File: src/shared/urfc_defs.svh
/*
 * Address map, field positions, reset values and trigger counts of the serial port
 * register block. Included by the package and the port checker; definitions only.
 */
`ifndef URFC_DEFS_SVH
`define URFC_DEFS_SVH

`define URFC_ADDR_W          4
`define URFC_ADDR_DATA       4'h0
`define URFC_ADDR_IEN        4'h1
`define URFC_ADDR_IDFC       4'h2
`define URFC_ADDR_LCTL       4'h3
`define URFC_ADDR_MCTL       4'h4
`define URFC_ADDR_LSTAT      4'h5
`define URFC_ADDR_RSVD       4'h6
`define URFC_ADDR_SCR        4'h7
`define URFC_ADDR_DIVLO_ALT  4'h8
`define URFC_ADDR_DIVHI_ALT  4'h9

`define URFC_FCR_EN          0
`define URFC_FCR_RXCLR       1
`define URFC_FCR_TXCLR       2
`define URFC_FCR_TRIG_LO     6
`define URFC_FCR_TRIG_HI     7

`define URFC_IER_RXAV        0
`define URFC_IER_TX_HOLDING_EMPTY_FLAG        1
`define URFC_IER_LSTAT       2

`define URFC_LCR_STB         2
`define URFC_LCR_PEN         3
`define URFC_LCR_EPS         4
`define URFC_LCR_STICK       5
`define URFC_LCR_BRK         6
`define URFC_LCR_DIVSEL      7
`define URFC_MCR_LOOP        4

`define URFC_LSR_RST         8'h60
`define URFC_DIV_RST         16'h0001
`define URFC_IIR_NONE        4'h1
`define URFC_IIR_LSTAT       4'h6
`define URFC_IIR_RXAV        4'h4
`define URFC_IIR_TX_HOLDING_EMPTY_FLAG        4'h2

`define URFC_TRIG_1          5'h01
`define URFC_TRIG_4          5'h04
`define URFC_TRIG_8          5'h08
`define URFC_TRIG_14         5'h0E

`define URFC_OVERSAMPLE_LAST 4'hF
`define URFC_MID_BIT         4'h7

`endif

File: src/shared/urfc_pkg.sv
/*
 * Types of the serial port register block: state encodings and the received
 * character carrier. Assumes urfc_defs.svh is reachable on the include path.
 */
`include "urfc_defs.svh"

package urfc_pkg;

	typedef enum logic [4:0] {
		URFC_IDLE  = 5'h01,
		URFC_START = 5'h02,
		URFC_DATA  = 5'h04,
		URFC_PAR   = 5'h08,
		URFC_STOP  = 5'h10
	} urfc_state_t;

	typedef struct packed {
		logic       brk;
		logic       frm_err;
		logic       par_err;
		logic [7:0] data;
	} urfc_rxchar_t;

endpackage : urfc_pkg

File: src/hw/urfc_fifo.sv
/*
 * Flip-flop FIFO with valid/ready on both sides, synchronous clear and fill count.
 * Assumes one clock and a synchronous active-low reset shared with its user.
 */
`timescale 1ns/1ps

module urfc_fifo
	import urfc_pkg::*;
#(
	parameter int W     = 8,
	parameter int DEPTH = 32
)(
	input  wire logic                       clk_i,
	input  wire logic                       rst_n_i,
	input  wire logic                       clr_i,
	input  wire logic                       in_valid_i,
	output logic                            in_ready_o,
	input  wire logic [W-1:0]               in_data_i,
	output logic                            out_valid_o,
	input  wire logic                       out_ready_i,
	output logic [W-1:0]                    out_data_o,
	output logic [$clog2(DEPTH+1)-1:0]      count_o
);
	localparam int AW = $clog2(DEPTH);
	localparam int CW = $clog2(DEPTH+1);

	logic [W-1:0]  mem_r [DEPTH];
	logic [AW-1:0] wr_ptr_r;
	logic [AW-1:0] rd_ptr_r;
	logic [CW-1:0] cnt_r;
	logic          push;
	logic          pop;

	assign in_ready_o  = (cnt_r != CW'(DEPTH));
	assign out_valid_o = (cnt_r != '0);
	assign out_data_o  = mem_r[rd_ptr_r];
	assign count_o     = cnt_r;
	assign push        = in_valid_i && in_ready_o && !clr_i;
	assign pop         = out_valid_o && out_ready_i && !clr_i;

	always_ff @(posedge clk_i)
	begin
		if (push)
			mem_r[wr_ptr_r] <= in_data_i;
	end

	always_ff @(posedge clk_i)
	begin
		if (!rst_n_i || clr_i)
		begin
			wr_ptr_r <= '0;
			rd_ptr_r <= '0;
			cnt_r    <= '0;
		end
		else
		begin
			if (push)
				wr_ptr_r <= (wr_ptr_r == AW'(DEPTH-1)) ? '0 : wr_ptr_r + 1'b1;
			if (pop)
				rd_ptr_r <= (rd_ptr_r == AW'(DEPTH-1)) ? '0 : rd_ptr_r + 1'b1;
			if (push && !pop)
				cnt_r <= cnt_r + 1'b1;
			else if (pop && !push)
				cnt_r <= cnt_r - 1'b1;
		end
	end

endmodule : urfc_fifo

File: src/hw/urfc_top.sv
/*
 * Serial port register block: sub-bank register map, FIFO control, baud generator,
 * transmitter and receiver. Assumes a CPU that drives one-cycle read/write strobes
 * on CLK_I and a serial line that is asynchronous to CLK_I.
 */
// Function
// LSB first on transmit and receive
// address 2: write FIFO control, read ident
// FIFO enable bit switches buffering mode
// other FIFO control bits need enable set
// changing FIFO enable empties both FIFOs
// receive flush bit empties receive FIFO
// transmit flush bit empties transmit FIFO
// bits 7:6 pick trigger 1/4/8/14
// software writes reserved zero bits zero
// FIFO-only status bits read zero disabled
// don't-care bits accept writes, no effect
// FIFO control bits 5:3 reserved
// interrupt enable bits 0,1,2 gate sources
// ident bit 0 low while interrupt pending
// receive interrupt at trigger level
// line status resets with bits 5,6 set
// divisor select bit maps divisor latch
// bits 15:8 of every register read zero
`timescale 1ns/1ps

module urfc_top
	import urfc_pkg::*;
#(
	parameter int FIFO_DEPTH = 32
)(
	input  wire logic                     CLK_I,
	input  wire logic                     RST_N_I,
	input  wire logic [`URFC_ADDR_W-1:0]  ADDR_I,
	input  wire logic                     WR_I,
	input  wire logic                     RD_I,
	input  wire logic [15:0]              WDATA_I,
	output logic      [15:0]              RDATA_O,
	input  wire logic                     SIN_I,
	output logic                          SOUT_O,
	output logic                          INT_O
);
	localparam int CW = $clog2(FIFO_DEPTH+1);
	localparam int RW = $bits(urfc_rxchar_t);

	logic [7:0]  div_lo_r, div_hi_r, ien_r, lctl_r, mctl_r, scr_r;
	logic        fifo_en_r;
	logic [1:0]  trig_r;
	logic        oe_r, pe_r, fe_r, bi_r, fifo_err_r;
	logic        tx_holding_empty_flag_int_r, tx_holding_empty_flag_d_r;
	logic [15:0] baud_cnt_r;
	logic        tick;
	logic        sin_s1_r, sin_s2_r, rx_in;

	logic        dsel, wr_data, wr_fcr, rd_data, rd_iir, rd_lsr;
	logic        rx_clr, tx_clr;
	logic [3:0]  iir_id;
	logic [7:0]  iir_val, lsr_val;

	logic               tx_in_ready, tx_out_valid, tx_pop;
	logic [7:0]         tx_out_data;
	logic [CW-1:0]      tx_count;
	logic               rx_in_ready, rx_out_valid, rx_push;
	urfc_rxchar_t       rx_out, rx_char;
	logic [CW-1:0]      rx_count;
	urfc_state_t        tx_st_r, rx_st_r;
	logic [3:0]         tx_sub_r, tx_bit_r, rx_sub_r, rx_bit_r;
	logic [7:0]         tx_sh_r, rx_sh_r;
	logic               tx_par_r, tx_stop2_r, rx_perr_r, rx_done_r;

	function automatic logic [CW-1:0] trig_level(input logic [1:0] sel);
		case (sel)
			2'b00:   trig_level = CW'(`URFC_TRIG_1);
			2'b01:   trig_level = CW'(`URFC_TRIG_4);
			2'b10:   trig_level = CW'(`URFC_TRIG_8);
			default: trig_level = CW'(`URFC_TRIG_14);
		endcase
	endfunction : trig_level

	function automatic logic [3:0] data_bits(input logic [1:0] wls);
		data_bits = 4'h5 + {2'b00, wls};
	endfunction : data_bits

	assign dsel    = lctl_r[`URFC_LCR_DIVSEL];
	assign wr_data = WR_I && ADDR_I == `URFC_ADDR_DATA && !dsel;
	assign rd_data = RD_I && ADDR_I == `URFC_ADDR_DATA && !dsel;
	assign wr_fcr  = WR_I && ADDR_I == `URFC_ADDR_IDFC;
	assign rd_iir  = RD_I && ADDR_I == `URFC_ADDR_IDFC;
	assign rd_lsr  = RD_I && ADDR_I == `URFC_ADDR_LSTAT;

	// a write that toggles the enable flushes both sides; explicit flushes need enable
	assign rx_clr = wr_fcr && ((WDATA_I[`URFC_FCR_EN] != fifo_en_r) ||
		(WDATA_I[`URFC_FCR_EN] && WDATA_I[`URFC_FCR_RXCLR]));
	assign tx_clr = wr_fcr && ((WDATA_I[`URFC_FCR_EN] != fifo_en_r) ||
		(WDATA_I[`URFC_FCR_EN] && WDATA_I[`URFC_FCR_TXCLR]));

	// character mode keeps one entry: with enable clear the FIFOs are only ever filled to depth one
	assign tx_pop  = tx_st_r == URFC_IDLE && tx_out_valid;
	assign rx_push = rx_done_r && rx_in_ready && (fifo_en_r || rx_count == '0);

	urfc_fifo #(.W(8), .DEPTH(FIFO_DEPTH)) u_tx_fifo (
		.clk_i       (CLK_I),
		.rst_n_i     (RST_N_I),
		.clr_i       (tx_clr),
		.in_valid_i  (wr_data && tx_in_ready && (fifo_en_r || tx_count == '0)),
		.in_ready_o  (tx_in_ready),
		.in_data_i   (WDATA_I[7:0]),
		.out_valid_o (tx_out_valid),
		.out_ready_i (tx_st_r == URFC_IDLE),
		.out_data_o  (tx_out_data),
		.count_o     (tx_count)
	);

	urfc_fifo #(.W(RW), .DEPTH(FIFO_DEPTH)) u_rx_fifo (
		.clk_i       (CLK_I),
		.rst_n_i     (RST_N_I),
		.clr_i       (rx_clr),
		.in_valid_i  (rx_push),
		.in_ready_o  (rx_in_ready),
		.in_data_i   (rx_char),
		.out_valid_o (rx_out_valid),
		.out_ready_i (rd_data),
		.out_data_o  (rx_out),
		.count_o     (rx_count)
	);

	// interrupt identification, priority line status > data available > tx empty
	always_comb
	begin
		if (ien_r[`URFC_IER_LSTAT] && (oe_r || pe_r || fe_r || bi_r))
			iir_id = `URFC_IIR_LSTAT;
		else if (ien_r[`URFC_IER_RXAV] && (fifo_en_r ?
			rx_count >= trig_level(trig_r) : rx_out_valid))
			iir_id = `URFC_IIR_RXAV;
		else if (ien_r[`URFC_IER_TX_HOLDING_EMPTY_FLAG] && tx_holding_empty_flag_int_r)
			iir_id = `URFC_IIR_TX_HOLDING_EMPTY_FLAG;
		else
			iir_id = `URFC_IIR_NONE;
		iir_val = {{2{fifo_en_r}}, 2'b00, iir_id};
		lsr_val = {fifo_err_r && fifo_en_r, tx_out_valid == 1'b0 && tx_st_r == URFC_IDLE,
			!tx_out_valid, bi_r, fe_r, pe_r, oe_r, rx_out_valid};
	end

	always_ff @(posedge CLK_I)
	begin
		if (!RST_N_I)
		begin
			div_lo_r <= 8'(`URFC_DIV_RST);
			div_hi_r <= 8'(`URFC_DIV_RST >> 8);
			ien_r    <= 8'h00;
			lctl_r   <= 8'h00;
			mctl_r   <= 8'h00;
			scr_r    <= 8'h00;
		end
		else if (WR_I)
		begin
			case (ADDR_I)
				`URFC_ADDR_DATA:      if (dsel) div_lo_r <= WDATA_I[7:0];
				`URFC_ADDR_IEN:       if (dsel) div_hi_r <= WDATA_I[7:0];
						else ien_r <= {5'h00, WDATA_I[2:0]};
				`URFC_ADDR_DIVLO_ALT: div_lo_r <= WDATA_I[7:0];
				`URFC_ADDR_DIVHI_ALT: div_hi_r <= WDATA_I[7:0];
				`URFC_ADDR_LCTL:      lctl_r <= WDATA_I[7:0];
				`URFC_ADDR_MCTL:      mctl_r <= {3'h0, WDATA_I[4], 4'h0};
				`URFC_ADDR_SCR:       scr_r <= WDATA_I[7:0];
				default:              ;
			endcase
		end
	end

	always_ff @(posedge CLK_I)
	begin
		if (!RST_N_I)
		begin
			fifo_en_r <= 1'b0;
			trig_r    <= 2'b00;
		end
		else if (wr_fcr)
		begin
			fifo_en_r <= WDATA_I[`URFC_FCR_EN];
			if (WDATA_I[`URFC_FCR_EN])
				trig_r <= WDATA_I[`URFC_FCR_TRIG_HI:`URFC_FCR_TRIG_LO];
		end
	end

	// read data is registered; high byte is always zero
	always_ff @(posedge CLK_I)
	begin
		if (!RST_N_I)
			RDATA_O <= 16'h0000;
		else if (RD_I)
		begin
			case (ADDR_I)
				`URFC_ADDR_DATA:      RDATA_O <= {8'h00, dsel ? div_lo_r : rx_out.data};
				`URFC_ADDR_IEN:       RDATA_O <= {8'h00, dsel ? div_hi_r : ien_r};
				`URFC_ADDR_DIVLO_ALT: RDATA_O <= {8'h00, div_lo_r};
				`URFC_ADDR_DIVHI_ALT: RDATA_O <= {8'h00, div_hi_r};
				`URFC_ADDR_IDFC:      RDATA_O <= {8'h00, iir_val};
				`URFC_ADDR_LCTL:      RDATA_O <= {8'h00, lctl_r};
				`URFC_ADDR_MCTL:      RDATA_O <= {8'h00, mctl_r};
				`URFC_ADDR_LSTAT:     RDATA_O <= {8'h00, lsr_val};
				`URFC_ADDR_SCR:       RDATA_O <= {8'h00, scr_r};
				default:              RDATA_O <= 16'h0000;
			endcase
		end
	end

	// line status flags: a new error in the cycle of the read wins over the clear
	always_ff @(posedge CLK_I)
	begin
		if (!RST_N_I)
		begin
			{oe_r, pe_r, fe_r, bi_r, fifo_err_r} <= 5'h00;
		end
		else
		begin
			oe_r       <= (rx_done_r && !rx_push) || (oe_r && !rd_lsr);
			pe_r       <= (rx_push && rx_char.par_err) || (pe_r && !rd_lsr);
			fe_r       <= (rx_push && rx_char.frm_err) || (fe_r && !rd_lsr);
			bi_r       <= (rx_push && rx_char.brk) || (bi_r && !rd_lsr);
			fifo_err_r <= (rx_push && fifo_en_r && (rx_char.par_err || rx_char.frm_err ||
				rx_char.brk)) || (fifo_err_r && !rd_lsr && !rx_clr);
		end
	end

	// tx-empty interrupt: set on FIFO draining, cleared by ident read or data write
	always_ff @(posedge CLK_I)
	begin
		if (!RST_N_I)
		begin
			tx_holding_empty_flag_d_r   <= 1'b1;
			tx_holding_empty_flag_int_r <= 1'b0;
			INT_O      <= 1'b0;
		end
		else
		begin
			tx_holding_empty_flag_d_r   <= !tx_out_valid;
			tx_holding_empty_flag_int_r <= (!tx_out_valid && (!tx_holding_empty_flag_d_r || (WR_I && ADDR_I == `URFC_ADDR_IEN
				&& !dsel && WDATA_I[`URFC_IER_TX_HOLDING_EMPTY_FLAG] && !ien_r[`URFC_IER_TX_HOLDING_EMPTY_FLAG])))
				|| (tx_holding_empty_flag_int_r && !wr_data && !(rd_iir && iir_id == `URFC_IIR_TX_HOLDING_EMPTY_FLAG));
			INT_O      <= iir_id != `URFC_IIR_NONE;
		end
	end

	// 16x reference tick from the divisor latch; divisor zero behaves as one
	always_ff @(posedge CLK_I)
	begin
		if (!RST_N_I || tick)
			baud_cnt_r <= 16'h0000;
		else
			baud_cnt_r <= baud_cnt_r + 16'h0001;
	end
	assign tick = (baud_cnt_r + 16'h0001) >= {div_hi_r, div_lo_r};

	always_ff @(posedge CLK_I)
	begin
		if (!RST_N_I)
		begin
			tx_st_r    <= URFC_IDLE;
			tx_sub_r   <= 4'h0;
			tx_bit_r   <= 4'h0;
			tx_sh_r    <= 8'h00;
			tx_par_r   <= 1'b0;
			tx_stop2_r <= 1'b0;
			SOUT_O     <= 1'b1;
		end
		else
		begin
			SOUT_O <= lctl_r[`URFC_LCR_BRK] ? 1'b0 : (tx_st_r == URFC_START) ? 1'b0 :
				(tx_st_r == URFC_DATA) ? tx_sh_r[0] :
				(tx_st_r == URFC_PAR) ? tx_par_r : 1'b1;
			case (tx_st_r)
				URFC_IDLE:
				begin
					if (tx_pop)
					begin
						tx_sh_r  <= tx_out_data;
						tx_par_r <= lctl_r[`URFC_LCR_STICK] ? !lctl_r[`URFC_LCR_EPS] :
							(^(tx_out_data & (8'hFF >> (2'd3 - lctl_r[1:0]))) ^
							!lctl_r[`URFC_LCR_EPS]);
						tx_sub_r <= 4'h0;
						tx_st_r  <= URFC_START;
					end
				end
				default:
				begin
					if (tick)
					begin
						tx_sub_r <= tx_sub_r + 4'h1;
						if (tx_sub_r == `URFC_OVERSAMPLE_LAST)
						begin
							tx_bit_r <= tx_bit_r + 4'h1;
							case (tx_st_r)
								URFC_START:
								begin
									tx_st_r  <= URFC_DATA;
									tx_bit_r <= 4'h0;
								end
								URFC_DATA:
								begin
									tx_sh_r <= {1'b0, tx_sh_r[7:1]};
									if (tx_bit_r == data_bits(lctl_r[1:0]) - 4'h1)
										tx_st_r <= lctl_r[`URFC_LCR_PEN] ? URFC_PAR : URFC_STOP;
									tx_stop2_r <= lctl_r[`URFC_LCR_STB];
								end
								URFC_PAR:
									tx_st_r <= URFC_STOP;
								default:
								begin
									tx_stop2_r <= 1'b0;
									if (!tx_stop2_r)
										tx_st_r <= URFC_IDLE;
								end
							endcase
						end
					end
				end
			endcase
		end
	end

	always_ff @(posedge CLK_I)
	begin
		if (!RST_N_I)
		begin
			sin_s1_r <= 1'b1;
			sin_s2_r <= 1'b1;
		end
		else
		begin
			sin_s1_r <= SIN_I;
			sin_s2_r <= sin_s1_r;
		end
	end
	assign rx_in = mctl_r[`URFC_MCR_LOOP] ? SOUT_O : sin_s2_r;

	always_ff @(posedge CLK_I)
	begin
		if (!RST_N_I)
		begin
			rx_st_r   <= URFC_IDLE;
			rx_sub_r  <= 4'h0;
			rx_bit_r  <= 4'h0;
			rx_sh_r   <= 8'h00;
			rx_perr_r <= 1'b0;
			rx_done_r <= 1'b0;
			rx_char   <= '0;
		end
		else
		begin
			rx_done_r <= 1'b0;
			case (rx_st_r)
				URFC_IDLE:
				begin
					rx_sub_r <= 4'h0;
					if (!rx_in)
						rx_st_r <= URFC_START;
				end
				URFC_START:
				begin
					if (tick)
					begin
						rx_sub_r <= rx_sub_r + 4'h1;
						if (rx_sub_r == `URFC_MID_BIT)
						begin
							rx_st_r   <= rx_in ? URFC_IDLE : URFC_DATA;
							rx_sub_r  <= 4'h0;
							rx_bit_r  <= 4'h0;
							rx_perr_r <= 1'b0;
						end
					end
				end
				default:
				begin
					if (tick)
					begin
						rx_sub_r <= rx_sub_r + 4'h1;
						if (rx_sub_r == `URFC_OVERSAMPLE_LAST)
						begin
							case (rx_st_r)
								URFC_DATA:
								begin
									rx_sh_r  <= {rx_in, rx_sh_r[7:1]};
									rx_bit_r <= rx_bit_r + 4'h1;
									if (rx_bit_r == data_bits(lctl_r[1:0]) - 4'h1)
										rx_st_r <= lctl_r[`URFC_LCR_PEN] ? URFC_PAR : URFC_STOP;
								end
								URFC_PAR:
								begin
									rx_perr_r <= rx_in != tx_par_of(rx_sh_r);
									rx_st_r   <= URFC_STOP;
								end
								default:
								begin
									rx_char.data    <= rx_sh_r >> (4'h8 - data_bits(lctl_r[1:0]));
									rx_char.par_err <= rx_perr_r;
									rx_char.frm_err <= !rx_in;
									rx_char.brk     <= !rx_in && rx_sh_r == 8'h00;
									rx_done_r       <= 1'b1;
									rx_st_r         <= URFC_IDLE;
								end
							endcase
						end
					end
				end
			endcase
		end
	end

	// expected parity over the received bits, same sense as the transmitter
	function automatic logic tx_par_of(input logic [7:0] sh);
		tx_par_of = lctl_r[`URFC_LCR_STICK] ? !lctl_r[`URFC_LCR_EPS] :
			((^(sh >> (4'h8 - data_bits(lctl_r[1:0])))) ^ !lctl_r[`URFC_LCR_EPS]);
	endfunction : tx_par_of

endmodule : urfc_top

File: config.mk
export PLATFORM = sky130hd
export DESIGN_NAME = urfc_top
export DESIGN_NICKNAME = d
export VERILOG_FILES = /design/src/shared/urfc_pkg.sv /design/src/hw/urfc_fifo.sv /design/src/hw/urfc_top.sv
export VERILOG_INCLUDE_DIRS = /design/src /design/src/shared
export SDC_FILE = /design/constraint.sdc
export NUM_CORES = 1
export LEC_CHECK = 0
export BUFFER_PORTS_ARGS = -buffer_cell sky130_fd_sc_hd__buf_2
export CORE_ASPECT_RATIO = 1.2
export CORE_MARGIN = 2
export CORE_UTILIZATION = 25
export DETAILED_ROUTE_END_ITERATION = 6
export GPL_TIMING_DRIVEN = 0
export PLACE_DENSITY = 0.44
export SYNTH_ARGS = -nofsm -noshare
export SYNTH_HDL_FRONTEND = slang
export SYNTH_SLANG_ARGS = --single-unit
File: constraint.sdc
create_clock -name CLK_I -period 4.2 [get_ports CLK_I]
set_clock_uncertainty 0.1 [all_clocks]
set_input_delay 1.05 -clock CLK_I [delete_from_list [all_inputs] [get_ports CLK_I]]
set_output_delay 1.05 -clock CLK_I [all_outputs]
set_load 0.05 [all_outputs]
==> results.md, run 1 <==
- CP max stage cell: nor3b_4
- Status: finished, final reports clean
- FF-to-FF End: u_rx_fifo.count_o[5]$_SDFFE_PP0P_
- Total Routing Usage GR: 0.137
- Num CTS Buffers: slightly below 80
- CTS tree: built
- Antenna Violating Nets Remaining: 0
- Synth async-reset ratio: 0
- Cell area after synthesis: about 0.029 mm^2
- Yosys warns: 0
- Initial antenna violation count: 6
- Reg2reg start: u_rx_fifo.count_o[1]$_SDFFE_PP0P_
- Post-CTS Hold Buffers: 0
- Setup crit end: u_rx_fifo.count_o[5]$_SDFFE_PP0P_
- Syn-to-layout area delta: 16.1%
- Detailed-route via count: 17200
- I/O Buffers: 21
- Hold Crit Class: reg -> reg
- Placer Congestion: a little under 0.8
- Slew headroom: 0.0733
- Flop2flop setup slack: 0.28 ns
- WL per Instance: around 22 um
- Drt total wl: 81.8 mm
- First-pass GRT wire length: 119 mm
- Die area: between 0.1 and 0.15 mm^2
- CTS sink cnt: 685
- CTS root buf: clkbuf_16
- Crit path top cell by count: a21oi_1
- Seq cells post-synth: ~690
- Cells after DPL: approximately 3500
- Crit path time final: ~4.1 ns
- Largest net degree at the start of global routing: 40
- Nets: roughly 2200
- Area of the multi-input gates: ~0.0094 mm^2
- Worst Path Required: ~4.7 ns
- Slew @ Worst Pin: around 1.4 ns
- Fillers: between 10000 and 15000
- CP endpoint kind: flop
- Finished Layout Cells: between 3000 and 4000
- Top FF cell, synth: edfxtp_1
- Gr ovfl total: 0
- RSZ-0062 raised after global routing: yes
- Worst-path cell chain: clkbuf_1 -> nor2b_1 -> nor3b_4 -> nand2_1 -> nor2_1 -> o21ai_1 -> and2_1 -> clkbuf_1 -> ha_1 -> inv_1 -> ha_1 -> a21o_1 -> a21oi_1 -> o21bai_1 -> a21oi_1 -> xnor2_1 -> or3_1 -> a21oi_1
- Power Density: approximately 500 mW/mm^2
- Die width: 314 um
- DR vias/cell: between 4 and 5
- CTS max path bufs: 3
- Vias in the first global route: 17600
- Worst vdd ir: roughly 0.31 mV
- Reg clk slew, reported paths: ~0.060 ns
- CTS H-tree lvls: 3
- Leakage: roughly 11 nW
- Max-cap violations: 0
- Seq/Total Area, Yosys: 0.653
- Worst slack, placed: -1.02 ns
- Max Slew Vio Count: 0
- Hold_ws: between 0.3 and 0.4 ns
- Crit-path max FO: 8
- Final Hold Vio Count: 0
- Yosys cell types: between 70 and 80
- Worst R2R Path Depth: 16
- Post-synth EDFFs: ~500
- Arrival time at the worst endpoint: approximately 4.6 ns
- Setup CP Type: in -> reg
- Clock Latency Late Sink: 0.64 ns
- Final Setup Violations: 0
- Syn avg cell area: around 15 um^2
- Post-Synthesis Cells: around 2000
- CP startpoint: ADDR_I[0]
- Initial Utilization: 0.252
- Row count: 136
- Final period util: 0.982
- Top-level port count: 43
- Hold_sp: sin_s1_r$_SDFF_PN1_
- Post-Place Cell Area: between 0.03 and 0.04 mm^2
- Final worst setup slack: slightly below 0.08 ns
- Fmax: around 240 MHz
- Starting DRT DRC Count: roughly 1200
- Slowest stage delay, CP: 0.35 ns
- First-pass detailed-route iteration total: 5
- Post-detail-place hpwl: between 50 and 60 mm
- Final instance area: 0.0335 mm^2
- Die Ht: between 300 and 400 um
- Ratio of cells with drive above 1 in the final layout: 0.170
- Startpoint Class: primary input
- Core area: 0.115 mm^2
- DRC Markers: 0
- Register area: 0.0188 mm^2
## cell type report
| type | instances | share of cell area |
|---|---|---|
| Antenna cell | 2 | 0.000149 |
| Buffer | 108 | 0.0164 |
| Clock buffer | 102 | 0.0624 |
| Clock inverter | 40 | 0.0131 |
| Inverter | 43 | 0.00482 |
| Multi-Input combinational cell | 1138 | 0.280 |
| Sequential cell | 685 | 0.562 |
| Tap cell | 1518 | 0.0567 |
| Timing Repair Buffer | 24 | 0.00388 |
## worst max-delay path: cells and delay by family
family	cells	cell delay [ns]
AND/OR/NAND/NOR	6	1.37
XOR/XNOR	1	0.09
AO/OA/AOI/OAI	6	0.98
buffers and inverters	3	0.56
adder cells (fa/ha/maj)	2	0.52
## report_power, final
part | total (mW) | internal (mW) | switching [mW]
Combinational | 2.67 | 1.02 | 1.65
Clock | 6.84 | 3.97 | 2.87
Sequential | 7.46 | 7.36 | 0.108
Total | 17.0 | 12.4 | 4.63
## per-layer routing
metal  GRT usage  wire [um]  vias to the layer above
li1            -          -                     7749
met1       0.174      35200                     8892
met2       0.238      40800                      414
met3      0.0243       3810                      136
met4      0.0405       1980                        6
met5           0         31                        -
## registers in the layout, summed over array words and instances, names as in the netlist, 8 cells and up, named ones only
| name | cells |
|---|---|
| div_lo_r | 8 |
| tx_sh_r | 8 |
| u_rx_fifo.mem_r | 256 |
| rx_char | 11 |
| u_tx_fifo.mem_r | 256 |
| baud_cnt_r | 16 |
| div_hi_r | 8 |
| RDATA_O | 8 |
| rx_sh_r | 8 |
| lctl_r | 8 |
| scr_r | 8 |
## synth_stat cells (7+ instances only)
cell type	n	area, um^2
a211oi_1	8	60.1
a21o_1	12	90.1
a21oi_1	104	521
a221oi_1	7	61.3
a22oi_1	20	150
a31oi_1	8	50.1
and3_1	25	156
buf_2	24	120
buf_4	12	90.1
clkbuf_1	60	225
dfxtp_1	173	3460
edfxtp_1	512	15400
ha_1	52	651
inv_1	41	154
mux2_2	12	135
mux2i_1	61	611
mux4_1	10	263
mux4_2	133	3000
nand2_1	140	526
nand2b_1	17	106
nand3_1	58	290
nand3b_1	14	105
nand4_1	15	93.8
nor2_1	201	754
nor2b_1	12	75.1
nor3_1	18	90.1
nor4_1	9	56.3
o21ai_0	36	180
o22ai_1	16	100
or3_1	18	113
or3b_2	8	70.1
or4_1	8	60.1
xnor2_1	30	263
xor2_1	19	166
## cells by family after synthesis
logic type / share of synthesized area
multiplexers: 0.139
XOR/XNOR: 0.0154
flip-flops: 0.653
adder cells (fa/ha/maj): 0.0239
other: 0.000130
AND/OR/NAND/NOR: 0.0920
buffers and inverters: 0.0240
AO/OA/AOI/OAI: 0.0528
## through the flow
stage	utilization	power, mW	TNS [ns]
6_report	0.293	17.0	0
5_1_grt	0.293	17.7	-0.151
4_1_cts	0.292	17.1	0
3_5_place_dp	0.270	10.3	-188.67
3_3_place_gp	0.270	10.2	-179.05
2_1_floorplan	-	9.43	0
## cell usage in the layout, fill, tap and decap left out, types with 17 or more instances in the layout
cell type / instances
edfxtp_1: 512
nor2_1: 201
dfxtp_1: 171
nand2_1: 140
mux4_2: 133
a21oi_1: 102
clkbuf_16: 78
clkbuf_1: 71
mux2i_1: 61
nand3_1: 58
ha_1: 52
buf_2: 43
inv_1: 41
o21ai_0: 35
xnor2_1: 30
and3_1: 25
a22oi_1: 20
or3_1: 18
xor2_1: 18
nand2b_1: 17
## timing repair
item | 4_1_cts | 5_1_grt
setup endpoints to repair | 166 | 56
cloned | 0 | 0
gates resized for setup | 10 | 18
setup buffers | 0 | 3
## how the worst min path moves through the flow
| stage | endpoint | slack, ns | cells after the start |
|---|---|---|---|
| 6_report | sin_s2_r$_SDFF_PN1_ | 0.31 | 1 |
| 5_1_grt | sin_s2_r$_SDFF_PN1_ | 0.32 | 1 |
| 4_1_cts | sin_s2_r$_SDFF_PN1_ | 0.31 | 1 |
| 3_5_place_dp | sin_s2_r$_SDFF_PN1_ | 0.30 | 1 |
| 3_3_place_gp | sin_s2_r$_SDFF_PN1_ | 0.30 | 1 |
| 2_1_floorplan | sin_s2_r$_SDFF_PN1_ | 0.29 | 1 |
(Power assumes the default switching activity.)
==> inputs of run 2 (changes only) <==
SYNTH_HIERARCHICAL = 1   (was not set)
==> run 2 against run 1 <==
Compared with the run above: utilization grew 0.061 points; sequential share of layout area shrank 1.6 points; combinational power shrank 25%; clock power grew 4.4%; critical path depth shrank 5; non-clock buffer count grew 17; register-to-register slack gained 0.07 ns; largest cell class unchanged; highest routed layer is now met4.
==> results.md, run 2 <==
- Largest regs: u_rx_fifo/mem_r (256), u_tx_fifo/mem_r (256), baud_cnt_r (16)
- Power Density: 479 mW/mm^2
- Yosys warns: 6
- CTS root buf: clkbuf_16
- CTS H-tree lvls: 3
- Final period util: 0.940
- Clock Latency Late Sink: roughly 0.67 ns
- Final Setup Violations: 0
- Most common cell after layout, fill and taps aside: edfxtp_1
- DR WL met2: around 42 mm
- Row count: about 140
- Finished Layout Cells: between 3000 and 4000
- Reg clk slew, reported paths: about 0.060 ns
- Drt total wl: 79.9 mm
- Cells after DPL: 3700
- Ratio of cells with drive above 1 in the final layout: 0.147
- CTS sink cnt: 685
- Fillers: roughly 12000
- Die width: about 320 um
- Metal-1 WL: 33.3 mm
- Arrival time at the worst endpoint: approximately 4.4 ns
- Startpoint Class: primary input
- Worst vdd ir: between 0.2 and 0.3 mV
- Post-CTS Hold Buffers: 0
- Post-Synthesis Cells: between 2000 and 2500
- Total Routing Usage GR: 0.131
- Commonest cells after routing, fill and taps aside: edfxtp_1, mux2i_1, nor2_1
- Syn-to-layout area delta: 16.5%
- DRC Markers: 0
- Die area: ~0.12 mm^2
- Initial antenna violation count: 5
- Slew @ Worst Pin: around 1.4 ns
- Vias in the first global route: 18600
- Initial Utilization: 0.252
- DR vias/cell: around 4.7
- First-pass GRT wire length: ~120 mm
- Crit-path max FO: 9
- Antenna Violating Nets Remaining: 0
- Final Hold Vio Count: 0
- Leakage: about 11 nW
- Metal3 WL: 2.79 mm
- Max Slew Vio Count: 0
- Die Ht: ~380 um
- I/O Buffers: 23
- Fmax: approximately 250 MHz
- Setup CP Type: in -> reg
- Max layer used: met4
- Gr ovfl total: 0
- CP endpoint kind: flop
- Starting DRT DRC Count: 1185
- Post-detail-place hpwl: roughly 55 mm
- Placer Congestion: roughly 0.86
- Largest net degree at the start of global routing: 41
- WL per Instance: ~21 um
- First-pass detailed-route iteration total: 7
- Hold_ws: 0.312 ns
- Fin util: 0.293
- Syn avg cell area: 13.9 um^2
- Num CTS Buffers: 76
- Worst Path Required: approximately 4.6 ns
- CTS tree: built
- Hold Crit Class: reg -> reg
- Cell area after synthesis: just under 0.03 mm^2
- Slew headroom: 0.0794
- Core area: ~0.12 mm^2
- Top-level port count: 43
- Nets: 2317
- Crit path time final: slightly below 4 ns
- Status: finished, final reports clean
- Max-cap violations: 0
- CTS max path bufs: 3
- RSZ-0062 raised after global routing: no
- Detailed-route via count: between 15000 and 20000
==> run 2: changes by cell type in the layout (fill, tap and decap cells not counted), sizes merged, moves of 36 or more <==
cell	delta
nand3	+36
nand2	-58
mux2i	+153
a21oi	-42
a22oi	+49
mux4	-73
==> run 2: repair_timing <==
item / CTS / global route
gates resized for setup: 8 / 18
pin swaps: 1 / 1
buffers inserted: 1 / 0
setup endpoints to repair: 349 / 179
==> run 2: through the flow <==
step	total power [mW]	TNS (ns)	setup WS, ns	cell area (um^2)
final	16.6	0	0.251	34500
after global routing	17.2	0	0.0101	34500
after CTS	16.8	0	0.00833	34500
after detailed placement	9.58	-349.85	-1.25	31700
after global placement	9.55	-335.28	-1.17	31700
after floorplan	8.97	0	0.00699	29700
==> run 2: critical path, cell delays in order <==
cell	delay, ns
clkbuf_2	0.19
nor2_2	0.27
and2_1	0.39
o211ai_1	0.28
nor2_4	0.35
a311oi_2	0.13
ha_1	0.34
inv_1	0.23
ha_1	0.29
and3_1	0.22
o41ai_2	0.41
a21o_1	0.14
nand3_1	0.07
==> run 2: cell type report <==
type / count / area [um^2] / area share
multi-input combinational: 1274 / 10100 / 0.293
antenna: 1 / 2.50 / 0.0000725
timing repair buffer: 24 / 125 / 0.00362
buffer: 125 / 643 / 0.0186
clock inverter: 43 / 651 / 0.0188
inverter: 50 / 188 / 0.00544
sequential: 685 / 18800 / 0.546
tap: 1540 / 1930 / 0.0558
clock buffer: 96 / 2050 / 0.0593
==> run 2: path summary, 6_finish.rpt <==
path / start / endpoint / slack (ns) / cells past startpoint
worst min-delay path: sin_s1_r$_SDFF_PN1_ / sin_s2_r$_SDFF_PN1_ / 0.31 / 1
worst min register to register: sin_s1_r$_SDFF_PN1_ / sin_s2_r$_SDFF_PN1_ / 0.31 / 1
worst max register to register: baud_cnt_r[3]$_SDFF_PP0_ / rx_sh_r[6]$_SDFFE_PN0P_ / 0.35 / 15
worst max-delay path: ADDR_I[2] / u_rx_fifo/count_o[5]$_SDFFE_PP0P_ / 0.25 / 13
==> run 2: per-layer routing <==
layer / global-route usage / vias up
li1: - / 8328
met1: 0.156 / 9117
met2: 0.237 / 329
met3: 0.0216 / 126
met4: 0.0440 / 0
met5: 0 / -
==> run 2: where the power goes <==
group / switching (mW) / internal (mW) / total (mW)
combinational: 1.23 / 0.773 / 2.01
sequential: 0.0881 / 7.33 / 7.41
clock: 2.88 / 4.25 / 7.14
total: 4.20 / 12.4 / 16.6
